[config.mk]
export PLATFORM = sky130hd
export DESIGN_NAME = nested_vectored_irq_controller_top
export DESIGN_NICKNAME = d
export VERILOG_FILES = /design/src/logic/nested_vectored_irq_controller_pkg.sv /design/src/logic/nested_vectored_irq_controller_top.sv
export SDC_FILE = /design/constraint.sdc
export NUM_CORES = 1
export LEC_CHECK = 0
export BUFFER_PORTS_ARGS = -buffer_cell sky130_fd_sc_hd__buf_2
export CAP_MARGIN = 20
export CELL_PAD_IN_SITES_DETAIL_PLACEMENT = 0
export CELL_PAD_IN_SITES_GLOBAL_PLACEMENT = 1
export CORE_ASPECT_RATIO = 1.5
export CORE_UTILIZATION = 50
export CTS_CLUSTER_DIAMETER = 200
export DETAILED_ROUTE_END_ITERATION = 7
export GPL_TIMING_DRIVEN = 1
export PLACE_DENSITY_LB_ADDON = 0.1
export SLEW_MARGIN = 15
export SYNTH_ARGS = -nofsm -noshare
export SYNTH_HDL_FRONTEND = slang
export SYNTH_SLANG_ARGS = --single-unit
[constraint.sdc]
create_clock -name mclk -period 78.5 [get_ports mclk]
set_input_delay 15.7 -clock mclk [delete_from_list [all_inputs] [get_ports mclk]]
set_output_delay 15.7 -clock mclk [all_outputs]
set_load 0.05 [all_outputs]
[src/logic/nested_vectored_irq_controller_pkg.sv]
/*
 * nested_vectored_irq_controller_pkg: constants and types shared by the interrupt controller.
 * Assumes a 32-bit register port on the core clock, word-indexed offsets.
 */
package nested_vectored_irq_controller_pkg;
	localparam int unsigned NESTED_VECTORED_IRQ_CONTROLLER_LINES = 32;
	localparam int unsigned NESTED_VECTORED_IRQ_CONTROLLER_PRIO_W = 2;
	localparam int unsigned NESTED_VECTORED_IRQ_CONTROLLER_FIELD_W = 8;
	localparam int unsigned NESTED_VECTORED_IRQ_CONTROLLER_VEC_W = 6;
	localparam int unsigned NESTED_VECTORED_IRQ_CONTROLLER_ADDR_W = 6;

	// vector numbering
	localparam logic [5:0] NESTED_VECTORED_IRQ_CONTROLLER_VEC_IRQ_BASE = 6'h10;
	localparam logic [5:0] NESTED_VECTORED_IRQ_CONTROLLER_VEC_SP_INIT = 6'h00;
	localparam logic [31:0] NESTED_VECTORED_IRQ_CONTROLLER_VTOR_BASE = 32'h0000_0000;
	localparam logic [4:0] NESTED_VECTORED_IRQ_CONTROLLER_LINE_USB = 5'h17;
	localparam logic [4:0] NESTED_VECTORED_IRQ_CONTROLLER_LINE_WAKE = 5'h1c;
	localparam logic [4:0] NESTED_VECTORED_IRQ_CONTROLLER_LINE_RTC = 5'h1f;

	// lines with a source behind them; reserved lines stay zero
	localparam logic [31:0] NESTED_VECTORED_IRQ_CONTROLLER_LINE_MAP = 32'h9188_ef7f;

	// priority: 0 highest, 3 lowest
	localparam logic [1:0] NESTED_VECTORED_IRQ_CONTROLLER_PRIO_RESET = 2'h0;
	localparam logic [2:0] NESTED_VECTORED_IRQ_CONTROLLER_PRIO_IDLE = 3'h4;

	// register word offsets (byte address = 4 * index)
	localparam logic [5:0] NESTED_VECTORED_IRQ_CONTROLLER_REG_SET_EN = 6'h00;
	localparam logic [5:0] NESTED_VECTORED_IRQ_CONTROLLER_REG_CLR_EN = 6'h01;
	localparam logic [5:0] NESTED_VECTORED_IRQ_CONTROLLER_REG_SET_PEND = 6'h02;
	localparam logic [5:0] NESTED_VECTORED_IRQ_CONTROLLER_REG_CLR_PEND = 6'h03;
	localparam logic [5:0] NESTED_VECTORED_IRQ_CONTROLLER_REG_ACTIVE = 6'h04;
	localparam logic [5:0] NESTED_VECTORED_IRQ_CONTROLLER_REG_PRIO0 = 6'h08;
	localparam logic [5:0] NESTED_VECTORED_IRQ_CONTROLLER_REG_PRIO7 = 6'h0f;
	localparam logic [5:0] NESTED_VECTORED_IRQ_CONTROLLER_REG_EVT_STAT = 6'h10;
	localparam logic [5:0] NESTED_VECTORED_IRQ_CONTROLLER_REG_EVT_CLR = 6'h11;
	localparam logic [5:0] NESTED_VECTORED_IRQ_CONTROLLER_REG_EVT_EN = 6'h12;
	localparam logic [5:0] NESTED_VECTORED_IRQ_CONTROLLER_REG_CORE = 6'h13;

	// event status bits
	localparam int unsigned NESTED_VECTORED_IRQ_CONTROLLER_EVT_W = 2;
	localparam int unsigned NESTED_VECTORED_IRQ_CONTROLLER_EVT_TAKE = 0;
	localparam int unsigned NESTED_VECTORED_IRQ_CONTROLLER_EVT_PREEMPT = 1;

	typedef struct packed {
		logic [NESTED_VECTORED_IRQ_CONTROLLER_ADDR_W-1:0] addr;
		logic [31:0] wdata;
		logic wr;
		logic rd;
	} nested_vectored_irq_controller_bus_t;

	typedef struct packed {
		logic req;
		logic [NESTED_VECTORED_IRQ_CONTROLLER_VEC_W-1:0] vec;
		logic [31:0] fetch_addr;
	} nested_vectored_irq_controller_take_t;

	typedef enum logic [1:0] {
		NESTED_VECTORED_IRQ_CONTROLLER_IDLE,
		NESTED_VECTORED_IRQ_CONTROLLER_OFFER
	} nested_vectored_irq_controller_state_t;
endpackage

[src/logic/nested_vectored_irq_controller_top.sv]
/*
 * nested_vectored_irq_controller_top: vectored interrupt controller for the core.
 * Holds enable, pending, active and priority state per line, picks the
 * best pending line, offers it to the core with its vector fetch address
 * and tracks nesting through accept and exception-return pulses.
 * Assumes peripheral lines are level requests synchronous to mclk and
 * the core pulses take_ack and exc_return one cycle each.
 */
// Decided for this implementation: the register offsets and the strobed register port.
`timescale 1ns/100ps
module nested_vectored_irq_controller_top
	import nested_vectored_irq_controller_pkg::*;
(
	input wire logic mclk,
	input wire logic rst_n,
	input wire logic [NESTED_VECTORED_IRQ_CONTROLLER_LINES-1:0] irq_in,
	input wire logic usb_irq,
	input wire logic power_wake_irq,
	input wire logic rtc_irq,
	input wire nested_vectored_irq_controller_bus_t bus,
	output logic [31:0] rdata,
	input wire logic take_ack,
	input wire logic exc_return,
	output nested_vectored_irq_controller_take_t take,
	output logic [31:0] sp_fetch_addr,
	output logic irq_out
);
	logic [NESTED_VECTORED_IRQ_CONTROLLER_LINES-1:0] enable;
	logic [NESTED_VECTORED_IRQ_CONTROLLER_LINES-1:0] pending;
	logic [NESTED_VECTORED_IRQ_CONTROLLER_LINES-1:0] active;
	logic [NESTED_VECTORED_IRQ_CONTROLLER_LINES-1:0] src;
	logic [NESTED_VECTORED_IRQ_CONTROLLER_LINES-1:0] src_d;
	logic [NESTED_VECTORED_IRQ_CONTROLLER_PRIO_W-1:0] prio [NESTED_VECTORED_IRQ_CONTROLLER_LINES];
	logic [NESTED_VECTORED_IRQ_CONTROLLER_EVT_W-1:0] evt_stat;
	logic [NESTED_VECTORED_IRQ_CONTROLLER_EVT_W-1:0] evt_en;
	logic [4:0] cur_line;
	logic [2:0] run_prio;
	nested_vectored_irq_controller_state_t state;
	logic best_ok;
	logic [4:0] best_line;
	logic [2:0] best_prio;
	logic wr_en;
	logic wr_pend;
	logic [4:0] pick_line;
	logic [2:0] pick_prio;
	logic [4:0] offer_line;

	// wire dedicated peripheral requests onto their lines
	always_comb
	begin
		src = irq_in;
		src[NESTED_VECTORED_IRQ_CONTROLLER_LINE_USB] = usb_irq;
		src[NESTED_VECTORED_IRQ_CONTROLLER_LINE_WAKE] = power_wake_irq;
		src[NESTED_VECTORED_IRQ_CONTROLLER_LINE_RTC] = rtc_irq;
		src = src & NESTED_VECTORED_IRQ_CONTROLLER_LINE_MAP;
	end

	// request edge detect; a held level pends only once
	always_ff @(posedge mclk)
	begin
		if (!rst_n)
			src_d <= '0;
		else
			src_d <= src;
	end

	assign wr_en = bus.wr && (bus.addr == NESTED_VECTORED_IRQ_CONTROLLER_REG_SET_EN || bus.addr == NESTED_VECTORED_IRQ_CONTROLLER_REG_CLR_EN);
	assign wr_pend = bus.wr && (bus.addr == NESTED_VECTORED_IRQ_CONTROLLER_REG_SET_PEND || bus.addr == NESTED_VECTORED_IRQ_CONTROLLER_REG_CLR_PEND);

	// line behind the standing offer; low vector bits alone are not the line
	assign offer_line = 5'(take.vec - NESTED_VECTORED_IRQ_CONTROLLER_VEC_IRQ_BASE);

	// enable state
	always_ff @(posedge mclk)
	begin
		if (!rst_n)
			enable <= '0;
		else if (wr_en && bus.addr == NESTED_VECTORED_IRQ_CONTROLLER_REG_SET_EN)
			enable <= enable | bus.wdata;
		else if (wr_en)
			enable <= enable & ~bus.wdata;
	end

	// best pending enabled line; lowest number wins a tie
	always_comb
	begin
		best_ok = 1'b0;
		best_line = '0;
		best_prio = NESTED_VECTORED_IRQ_CONTROLLER_PRIO_IDLE;
		for (int i = NESTED_VECTORED_IRQ_CONTROLLER_LINES - 1; i >= 0; i--)
		begin
			if (pending[i] && enable[i] && !active[i] && {1'b0, prio[i]} <= best_prio)
			begin
				best_ok = 1'b1;
				best_line = 5'(i);
				best_prio = {1'b0, prio[i]};
			end
		end
	end

	// highest-priority line still active, restored after a return
	always_comb
	begin
		pick_line = '0;
		pick_prio = NESTED_VECTORED_IRQ_CONTROLLER_PRIO_IDLE;
		for (int i = NESTED_VECTORED_IRQ_CONTROLLER_LINES - 1; i >= 0; i--)
		begin
			if (active[i] && !(exc_return && 5'(i) == cur_line)
				&& {1'b0, prio[i]} <= pick_prio)
			begin
				pick_line = 5'(i);
				pick_prio = {1'b0, prio[i]};
			end
		end
	end

	// pending state: hardware edges and set win over a clear write
	always_ff @(posedge mclk)
	begin
		if (!rst_n)
			pending <= '0;
		else
		begin
			pending <= ((wr_pend && bus.addr == NESTED_VECTORED_IRQ_CONTROLLER_REG_CLR_PEND) ? pending & ~bus.wdata
				: pending)
				| ((wr_pend && bus.addr == NESTED_VECTORED_IRQ_CONTROLLER_REG_SET_PEND) ? bus.wdata & NESTED_VECTORED_IRQ_CONTROLLER_LINE_MAP : '0)
				| (src & ~src_d);
			// a fresh edge on the accepted line keeps it pending: set wins
			if (state == NESTED_VECTORED_IRQ_CONTROLLER_OFFER && take_ack && !(src[offer_line] && !src_d[offer_line]))
				pending[offer_line] <= 1'b0;
		end
	end

	// active state and nesting
	always_ff @(posedge mclk)
	begin
		if (!rst_n)
		begin
			active <= '0;
			cur_line <= '0;
			run_prio <= NESTED_VECTORED_IRQ_CONTROLLER_PRIO_IDLE;
		end
		else if (state == NESTED_VECTORED_IRQ_CONTROLLER_OFFER && take_ack)
		begin
			active[offer_line] <= 1'b1;
			cur_line <= offer_line;
			run_prio <= {1'b0, prio[offer_line]};
		end
		else if (exc_return && active[cur_line])
		begin
			active[cur_line] <= 1'b0;
			cur_line <= pick_line;
			run_prio <= pick_prio;
		end
	end

	// priority fields, four lines per word
	generate
		for (genvar g = 0; g < NESTED_VECTORED_IRQ_CONTROLLER_LINES; g++)
		begin : g_prio
			always_ff @(posedge mclk)
			begin
				if (!rst_n)
					prio[g] <= NESTED_VECTORED_IRQ_CONTROLLER_PRIO_RESET;
				else if (bus.wr && bus.addr == NESTED_VECTORED_IRQ_CONTROLLER_REG_PRIO0 + 6'(g / 4))
					// top two bits of the field
					prio[g] <= bus.wdata[(g % 4) * NESTED_VECTORED_IRQ_CONTROLLER_FIELD_W + NESTED_VECTORED_IRQ_CONTROLLER_FIELD_W - 1 -: NESTED_VECTORED_IRQ_CONTROLLER_PRIO_W];
			end
		end
	endgenerate

	// offer to core; entry held steady until accepted
	always_ff @(posedge mclk)
	begin
		if (!rst_n)
		begin
			state <= NESTED_VECTORED_IRQ_CONTROLLER_IDLE;
			take <= '0;
		end
		else
		begin
			unique case (state)
				NESTED_VECTORED_IRQ_CONTROLLER_IDLE:
					if (best_ok && best_prio < run_prio)
					begin
						state <= NESTED_VECTORED_IRQ_CONTROLLER_OFFER;
						take.req <= 1'b1;
						take.vec <= NESTED_VECTORED_IRQ_CONTROLLER_VEC_IRQ_BASE + {1'b0, best_line};
						take.fetch_addr <= NESTED_VECTORED_IRQ_CONTROLLER_VTOR_BASE
							+ {24'h00_0000, (NESTED_VECTORED_IRQ_CONTROLLER_VEC_IRQ_BASE + {1'b0, best_line}), 2'b00};
					end
				NESTED_VECTORED_IRQ_CONTROLLER_OFFER:
					if (take_ack)
					begin
						state <= NESTED_VECTORED_IRQ_CONTROLLER_IDLE;
						take.req <= 1'b0;
					end
					// withdraw if software removed it before acceptance
					else if (!pending[offer_line] || !enable[offer_line])
					begin
						state <= NESTED_VECTORED_IRQ_CONTROLLER_IDLE;
						take.req <= 1'b0;
					end
			endcase
		end
	end

	// stack pointer word at offset zero
	always_ff @(posedge mclk)
	begin
		if (!rst_n)
			sp_fetch_addr <= NESTED_VECTORED_IRQ_CONTROLLER_VTOR_BASE + {24'h00_0000, NESTED_VECTORED_IRQ_CONTROLLER_VEC_SP_INIT, 2'b00};
	end

	// sticky event status, cleared by writing ones; set wins
	// bit 1 marks a take that nests over a running handler
	always_ff @(posedge mclk)
	begin
		if (!rst_n)
		begin
			evt_stat <= '0;
			evt_en <= '0;
		end
		else
		begin
			evt_stat <= (evt_stat & ~((bus.wr && bus.addr == NESTED_VECTORED_IRQ_CONTROLLER_REG_EVT_CLR)
				? bus.wdata[NESTED_VECTORED_IRQ_CONTROLLER_EVT_W-1:0] : '0))
				| {(state == NESTED_VECTORED_IRQ_CONTROLLER_OFFER && take_ack && cur_line != offer_line
					&& run_prio != NESTED_VECTORED_IRQ_CONTROLLER_PRIO_IDLE),
					(state == NESTED_VECTORED_IRQ_CONTROLLER_OFFER && take_ack)};
			if (bus.wr && bus.addr == NESTED_VECTORED_IRQ_CONTROLLER_REG_EVT_EN)
				evt_en <= bus.wdata[NESTED_VECTORED_IRQ_CONTROLLER_EVT_W-1:0];
		end
	end

	// interrupt output registered
	always_ff @(posedge mclk)
	begin
		if (!rst_n)
			irq_out <= 1'b0;
		else
			irq_out <= |(evt_stat & evt_en);
	end

	// read data one cycle after the strobe, zero otherwise
	always_ff @(posedge mclk)
	begin
		if (!rst_n)
			rdata <= '0;
		else if (!bus.rd)
			rdata <= '0;
		else if (bus.addr >= NESTED_VECTORED_IRQ_CONTROLLER_REG_PRIO0 && bus.addr <= NESTED_VECTORED_IRQ_CONTROLLER_REG_PRIO7)
			for (int k = 0; k < 4; k++)
				rdata[k*NESTED_VECTORED_IRQ_CONTROLLER_FIELD_W +: NESTED_VECTORED_IRQ_CONTROLLER_FIELD_W] <=
					{prio[{bus.addr[2:0], 2'(k)}], 6'h00};
		else
		begin
			unique case (bus.addr)
				NESTED_VECTORED_IRQ_CONTROLLER_REG_SET_EN, NESTED_VECTORED_IRQ_CONTROLLER_REG_CLR_EN: rdata <= enable;
				NESTED_VECTORED_IRQ_CONTROLLER_REG_SET_PEND, NESTED_VECTORED_IRQ_CONTROLLER_REG_CLR_PEND: rdata <= pending;
				NESTED_VECTORED_IRQ_CONTROLLER_REG_ACTIVE: rdata <= active;
				NESTED_VECTORED_IRQ_CONTROLLER_REG_EVT_STAT: rdata <= {30'h0000_0000, evt_stat};
				NESTED_VECTORED_IRQ_CONTROLLER_REG_EVT_EN: rdata <= {30'h0000_0000, evt_en};
				NESTED_VECTORED_IRQ_CONTROLLER_REG_CORE: rdata <= {26'h000_0000, run_prio == NESTED_VECTORED_IRQ_CONTROLLER_PRIO_IDLE, cur_line};
				default: rdata <= '0;
			endcase
		end
	end
endmodule
After elaboration in Yosys (flattened, before gate mapping)
Memories as Yosys holds them, arrays and structs flattened.
Cells that the tools add are included.

cells by class
  divide/modulo/power cells = 0
  $mul = 0
  reductions and logical operators = 300
  bitwise logic cells = 51
  order comparisons = 70
  equality and inequality tests = 53
  shift-type cells = 0
  mux-type cells = 253
  add/sub/neg operators = 2

operator list
  cell                                                                           count
  5-bit two-way mux                                                              66
  32-bit two-way mux                                                             8
  1-bit logical AND                                                              217
  3-bit two-way mux                                                              66
  32-bit case mux with 6 select lines                                            1
  2-bit by 3-bit less-or-equal comparator with 1-bit output                      62
  32-bit AND                                                                     5
  32-bit NOT                                                                     4
  32-bit bitwise OR                                                              4
  5-bit equality test (first input constant)                                     16
  2-bit two-way mux                                                              36
  1-bit zero test                                                                68
  1-bit two-way mux                                                              66
  6-bit by 4-bit equality test with 1-bit output (second input constant)         8
  4-bit by 5-bit equality test with 1-bit output (first input constant)          8
  39-bit two-way mux                                                             1
  1-bit bitwise OR                                                               32
  1-bit binary-select mux with 5-bit select                                      5
  6-bit by 5-bit equality test with 1-bit output (second input constant)         4
  3-bit by 5-bit equality test with 1-bit output (first input constant)          4
  6-bit by 2-bit equality test with 1-bit output (second input constant)         2
  5-bit by 6-bit less-than comparator with 1-bit output (second input constant)  2
  1-bit demux with 5-bit select                                                  2
  2-bit by 5-bit equality test with 1-bit output (first input constant)          2
  other kinds (29)                                                               40

storage, ports and cells
  memory bits (read-only) = 0
  flip-flop bits (word level) = 182
  word-level logic and storage cells = 745
  output and inout bits = 104
  RAM bits = 64
  input bits = 79
  bits in latches = 0
  memories kept = 1

memories
  name  words  bits a word  read ports  clocked after memory_dff  wr ports  line                                      RTL
  prio  32     2            37          0                         32        nested_vectored_irq_controller_top.sv:33  logic [NESTED_VECTORED_IRQ_CONTROLLER_PRIO_W-1:0] prio [NESTED_VECTORED_IRQ_CONTROLLER_LINES];

Logic depth before layout (Yosys ltp)
  depth in word-level cells = 101
  mapped depth = 237
  mapped depth without buffers = 233

Worst setup path before layout
OpenSTA, ideal clock, no wires.

  path kind = input-to-reg
  start point = input port exc_return
  end point = register cur_line[4]
  setup slack = 27974 ps
  required time = 78430 ps
  data arrival time = 50456 ps
  stages on the path = 200
  cell sequence = nand2_1 -> or3_1 -> nand3_1 -> inv_1 -> ha_1 -> nand2_1 -> o211ai_1 -> o21a_1 -> o21ai_0 -> inv_1 -> ha_1 -> nor2b_1 -> o21ai_0 -> a21oi_1 -> or3_1 -> nand2_1 -> ha_1 -> nor2b_1 -> [164 not listed] -> a21oi_1 -> mux2_2 -> ha_1 -> a21oi_1 -> nand2_1 -> nand2_1 -> nor4bb_1 -> a31oi_1 -> o21ai_0 -> a21oi_1 -> ha_1 -> nand2_1 -> o21ai_0 -> o221a_2 -> nand2b_1 -> nor3_1 -> nand4b_1 -> a21oi_1

between the ends
  word-level cells in the longest chain between the ends = 100
  elaborated cells on any way between the ends = 226
  those cells by class = order compare (31); mux (65); reduce/logical (130)

ends and longest elaborated chain
  what                                                       line                                       RTL
  start, declared                                            nested_vectored_irq_controller_top.sv:23   input wire logic exc_return,
  1-bit logical AND                                          nested_vectored_irq_controller_top.sv:108  if (active[i] && !(exc_return && 5'(i) == cur_line)
  1-bit zero test                                            nested_vectored_irq_controller_top.sv:108
  1-bit logical AND                                          nested_vectored_irq_controller_top.sv:108
  1-bit logical AND                                          nested_vectored_irq_controller_top.sv:109  && {1'b0, prio[i]} <= pick_prio)
  3-bit two-way mux                                          nested_vectored_irq_controller_top.sv:108
  2-bit by 3-bit less-or-equal comparator with 1-bit output  nested_vectored_irq_controller_top.sv:109
  1-bit logical AND                                          nested_vectored_irq_controller_top.sv:109
  3-bit two-way mux                                          nested_vectored_irq_controller_top.sv:108
  [84 not listed]                                            -
  2-bit by 3-bit less-or-equal comparator with 1-bit output  nested_vectored_irq_controller_top.sv:109
  1-bit logical AND                                          nested_vectored_irq_controller_top.sv:109
  3-bit two-way mux                                          nested_vectored_irq_controller_top.sv:108
  2-bit by 3-bit less-or-equal comparator with 1-bit output  nested_vectored_irq_controller_top.sv:109
  1-bit logical AND                                          nested_vectored_irq_controller_top.sv:109
  5-bit two-way mux                                          nested_vectored_irq_controller_top.sv:108
  5-bit two-way mux                                          nested_vectored_irq_controller_top.sv:149  else if (exc_return && active[cur_line])
  5-bit two-way mux                                          nested_vectored_irq_controller_top.sv:143  else if (state == NESTED_VECTORED_IRQ_CONTROLLER_OFFER && take_ack)
  end signal, assigned                                       nested_vectored_irq_controller_top.sv:146  cur_line <= offer_line;
  end signal, assigned                                       nested_vectored_irq_controller_top.sv:152  cur_line <= pick_line;
  end, declared                                              nested_vectored_irq_controller_top.sv:36   logic [4:0] cur_line;

Parallel ways exist; a longest one is shown, timed or not. The select of a mux whose other input is x is not followed.
A chain may end at the register's enable or synchronous reset.

Worst setup path after layout
Same ends and word-level chain as after synthesis.

==> flow_summary_export.csv <==
group,metric,value,unit
global_routing,gr-total-overflow,0,
pwr,power_frac_clock,0.401,
synthesis,synth_area_leaders,"dfxtp_1, edfxtp_1, ha_1",
cells_and_area,fin_nets,2577,
route,first_pass_iters,8,
flow_run,drv_cap,0,
setup_path,cpPeakStageDelay,0.56,ns
synthesis,synth-edff-count,64,
sta,hold_violations,0,
clock_tree,clockBufferDepth,3,
route,postRouteAntennaNets,0,
clock_tree,cts_tree,"built",
route,wl_per_cell,26.2,µm
cells_and_area,layout-drive-gt1-share,0.131,
floorplanning,placementRows,88,
clock_tree,cts-resized-gates,0,
sta,worst_slew_pin_slew,1.10,ns
pwr,combPwrFrac,0.122,
run_status,status,"finished, violations left",
clock_tree,clk_latency,0.53,ns
synthesis,ys_async_sr_fraction,0,
global_routing,grt_pass1_wl,112,mm
route,drc,3,
synthesis,syn_inst,2341,
setup_path,required,78.96,ns
clock_tree,postCtsSetupBuffers,0,
sta,drv_slew,0,
setup_path,crit_top_cell,"ha_1",
placed_design,place_congestion,0.943,
synthesis,syn_area,19500,µm²
global_routing,antenna_found_initial,1,
setup_path,worst_ep_arrival_time,57.80,ns
sta,min_period_over_period,0.730,
placed_design,numPortBuffers,108,
floorplanning,die_x,163,µm
clock_tree,clkTransAtPathRegs,0.07,ns
global_routing,first_global_vias,18065,
pwr,p_int,0.000199,W
synthesis,synth_seq_cells,232,
sta,final-setup-viol-count,0,
synthesis,synth_top_area_frac,0.173,
worst_hold_path,hold_class,"reg2reg",
pwr,p_leak,8.34,nW
synthesis,avgSynthCellArea,8.33,µm²
synthesis,seq_area_frac_synth,0.271,
floorplanning,dieArea,39800,µm²
route,vias_per_cell,6.67,
setup_path,slowest_stage,"o21ai_1",
sta,min_period,57.34,ns
route,drt-total-wl,75.8,mm
route,vias,19321,
setup_path,worst_setup_path_end_kind,"flop",
global_routing,grt_max_degree,83,
placed_design,placed_cells_incl_taps,2849,
sta,max_freq,17.4,MHz
sta,slew_headroom,0.257,
setup_path,cp-start-kind,"primary input",
floorplanning,io_pins,183,
synthesis,yosysWarnings,0,
cells_and_area,syn_to_final_growth,7.15,%
sta,tns,0,ns
floorplanning,chipHeight,244,µm
setup_path,worstSetupPathType,"in2reg",
synthesis,synth.largest_area_cell,"dfxtp_1",
pwr,p_sw_frac,0.283,
route,drt_iter0_drc,2141,
synthesis,ys.flop_type,"dfxtp_1",
clock_tree,htree_levels,1,
placed_design,dp_hpwl,58.8,mm
clock_tree,root_buffer,"clkbuf_16",
floorplanning,initial_core_util,0.507,
cells_and_area,fin_cells,2895,
sta,rsz0062_at_grt,"no",
run_status,violations,"DRC",
clock_tree,numClockSinks,232,
sta,finClkSkew,0.0110,ns
pwr,p_switching,0.0000784,W
clock_tree,cts_made_buffers,22,
pwr,power.density,13.3,nW/µm²
global_routing,grt_use_total,0.378,
clock_tree,cts_hold_buf,0,
setup_path,path_max_fanout,10,
synthesis,ys_types,106,
pwr,max-vdd-ir-drop,0.0000195,V
floorplanning,core_area,38400,µm²
pwr,p_seq_frac,0.477,
cell type report:
type	instances	area (µm²)
inverter	127	477
fill	3717	17500
sequential	232	5290
clock inverter	5	51.3
timing repair buffer	138	751
tap	495	619
antenna	1	2.50
multi-input combinational	1862	13000
clock buffer	35	672
metrics by stage:
| stage | util | setup WS (ns) | instance area, µm² | total power, W | hold slack, ns |
|---|---|---|---|---|---|
| 6_report | 0.544 | 21.16 | 20900 | 0.000277 | 0.485 |
| 5_1_grt | 0.543 | 17.64 | 20900 | 0.000285 | 0.497 |
| 4_1_cts | 0.543 | 21.86 | 20900 | 0.000277 | 0.476 |
| 3_5_place_dp | 0.524 | 21.44 | 20100 | 0.000168 | 0.462 |
| 3_3_place_gp | 0.524 | 21.76 | 20100 | 0.000167 | 0.465 |
| 2_1_floorplan | - | 27.97 | 19700 | 0.000158 | 0.440 |
power groups by stage:
stage                      logic, W  registers (W)  clock network [W]
final                     0.0000337       0.000132           0.000111
after global routing      0.0000362       0.000132           0.000116
after CTS                 0.0000330       0.000132           0.000112
after detailed placement  0.0000328       0.000135                  0
after global placement    0.0000322       0.000135                  0
after floorplan           0.0000258       0.000132                  0
cell usage after synthesis (30+ instances only):
cell type  count
nand2_1      190
edfxtp_1      64
mux2i_1       60
nor3_1        57
o21ai_0      133
nor2_1       196
buf_4         69
nand3b_1      37
nand3_1       43
a211oi_1      71
a31oi_1       30
mux4_2        60
ha_1         115
and2_1       106
clkbuf_1      81
o21a_1        44
nor2b_1       41
inv_1        127
a21oi_1      207
dfxtp_1      168
layout by cell type (no fill, tap or decap), types with 18 or more instances in the layout:
cell type	instances
inv_1	126
mux2i_1	60
buf_4	24
mux4_2	60
o21a_1	44
a21oi_1	207
buf_2	110
ha_1	115
o21ai_0	132
and2_1	106
conb_1	58
nand3_1	43
nand3b_1	37
dfxtp_1	166
a221oi_1	22
edfxtp_1	64
a31oi_1	30
nor3_1	57
a211oi_1	71
o21ai_1	18
a222oi_1	23
nor2b_1	41
a22oi_1	22
nor2_1	196
clkbuf_16	23
nand2_1	190
routing by layer:
metal	vias to the layer above	track usage	wire, µm
met1	9200	0.460	28800
met3	276	0.0455	5660
met2	1119	0.620	35800
li1	8726	-	-
met4	0	0.257	5570
met5	-	0	0
worst max-delay path, delay by kind of cell:
| family | cells | cell delay (ns) |
|---|---|---|
| fa+ha+maj | 31 | 8.83 |
| mux | 6 | 2.05 |
| buf+inv | 8 | 0.75 |
| compound gates | 96 | 20.14 |
| simple gates | 58 | 10.28 |
final timing paths:
| kind | from | endpoint | slack [ns] | cells after the start |
|---|---|---|---|---|
| hold reg to reg | pending[12]$_SDFF_PN0_ | pending[12]$_SDFF_PN0_ | 0.49 | 2 |
| setup / recovery | exc_return | cur_line[4]$_SDFFE_PN0P_ | 21.16 | 199 |
| setup reg to reg | active[31]$_SDFFE_PN0P_ | take[35]$_SDFFE_PN0P_ | 33.42 | 217 |
| hold / removal | pending[12]$_SDFF_PN0_ | pending[12]$_SDFF_PN0_ | 0.49 | 2 |
cells by family after synthesis:
group,Yosys count,share of synthesized area
simple gates,807,0.215
compound gates,739,0.255
buf+inv,304,0.0725
flops,232,0.271
mux,137,0.110
fa+ha+maj,116,0.0743
xor+xnor,5,0.00225
other cells,1,0.000192
(Power assumes the default switching activity.)
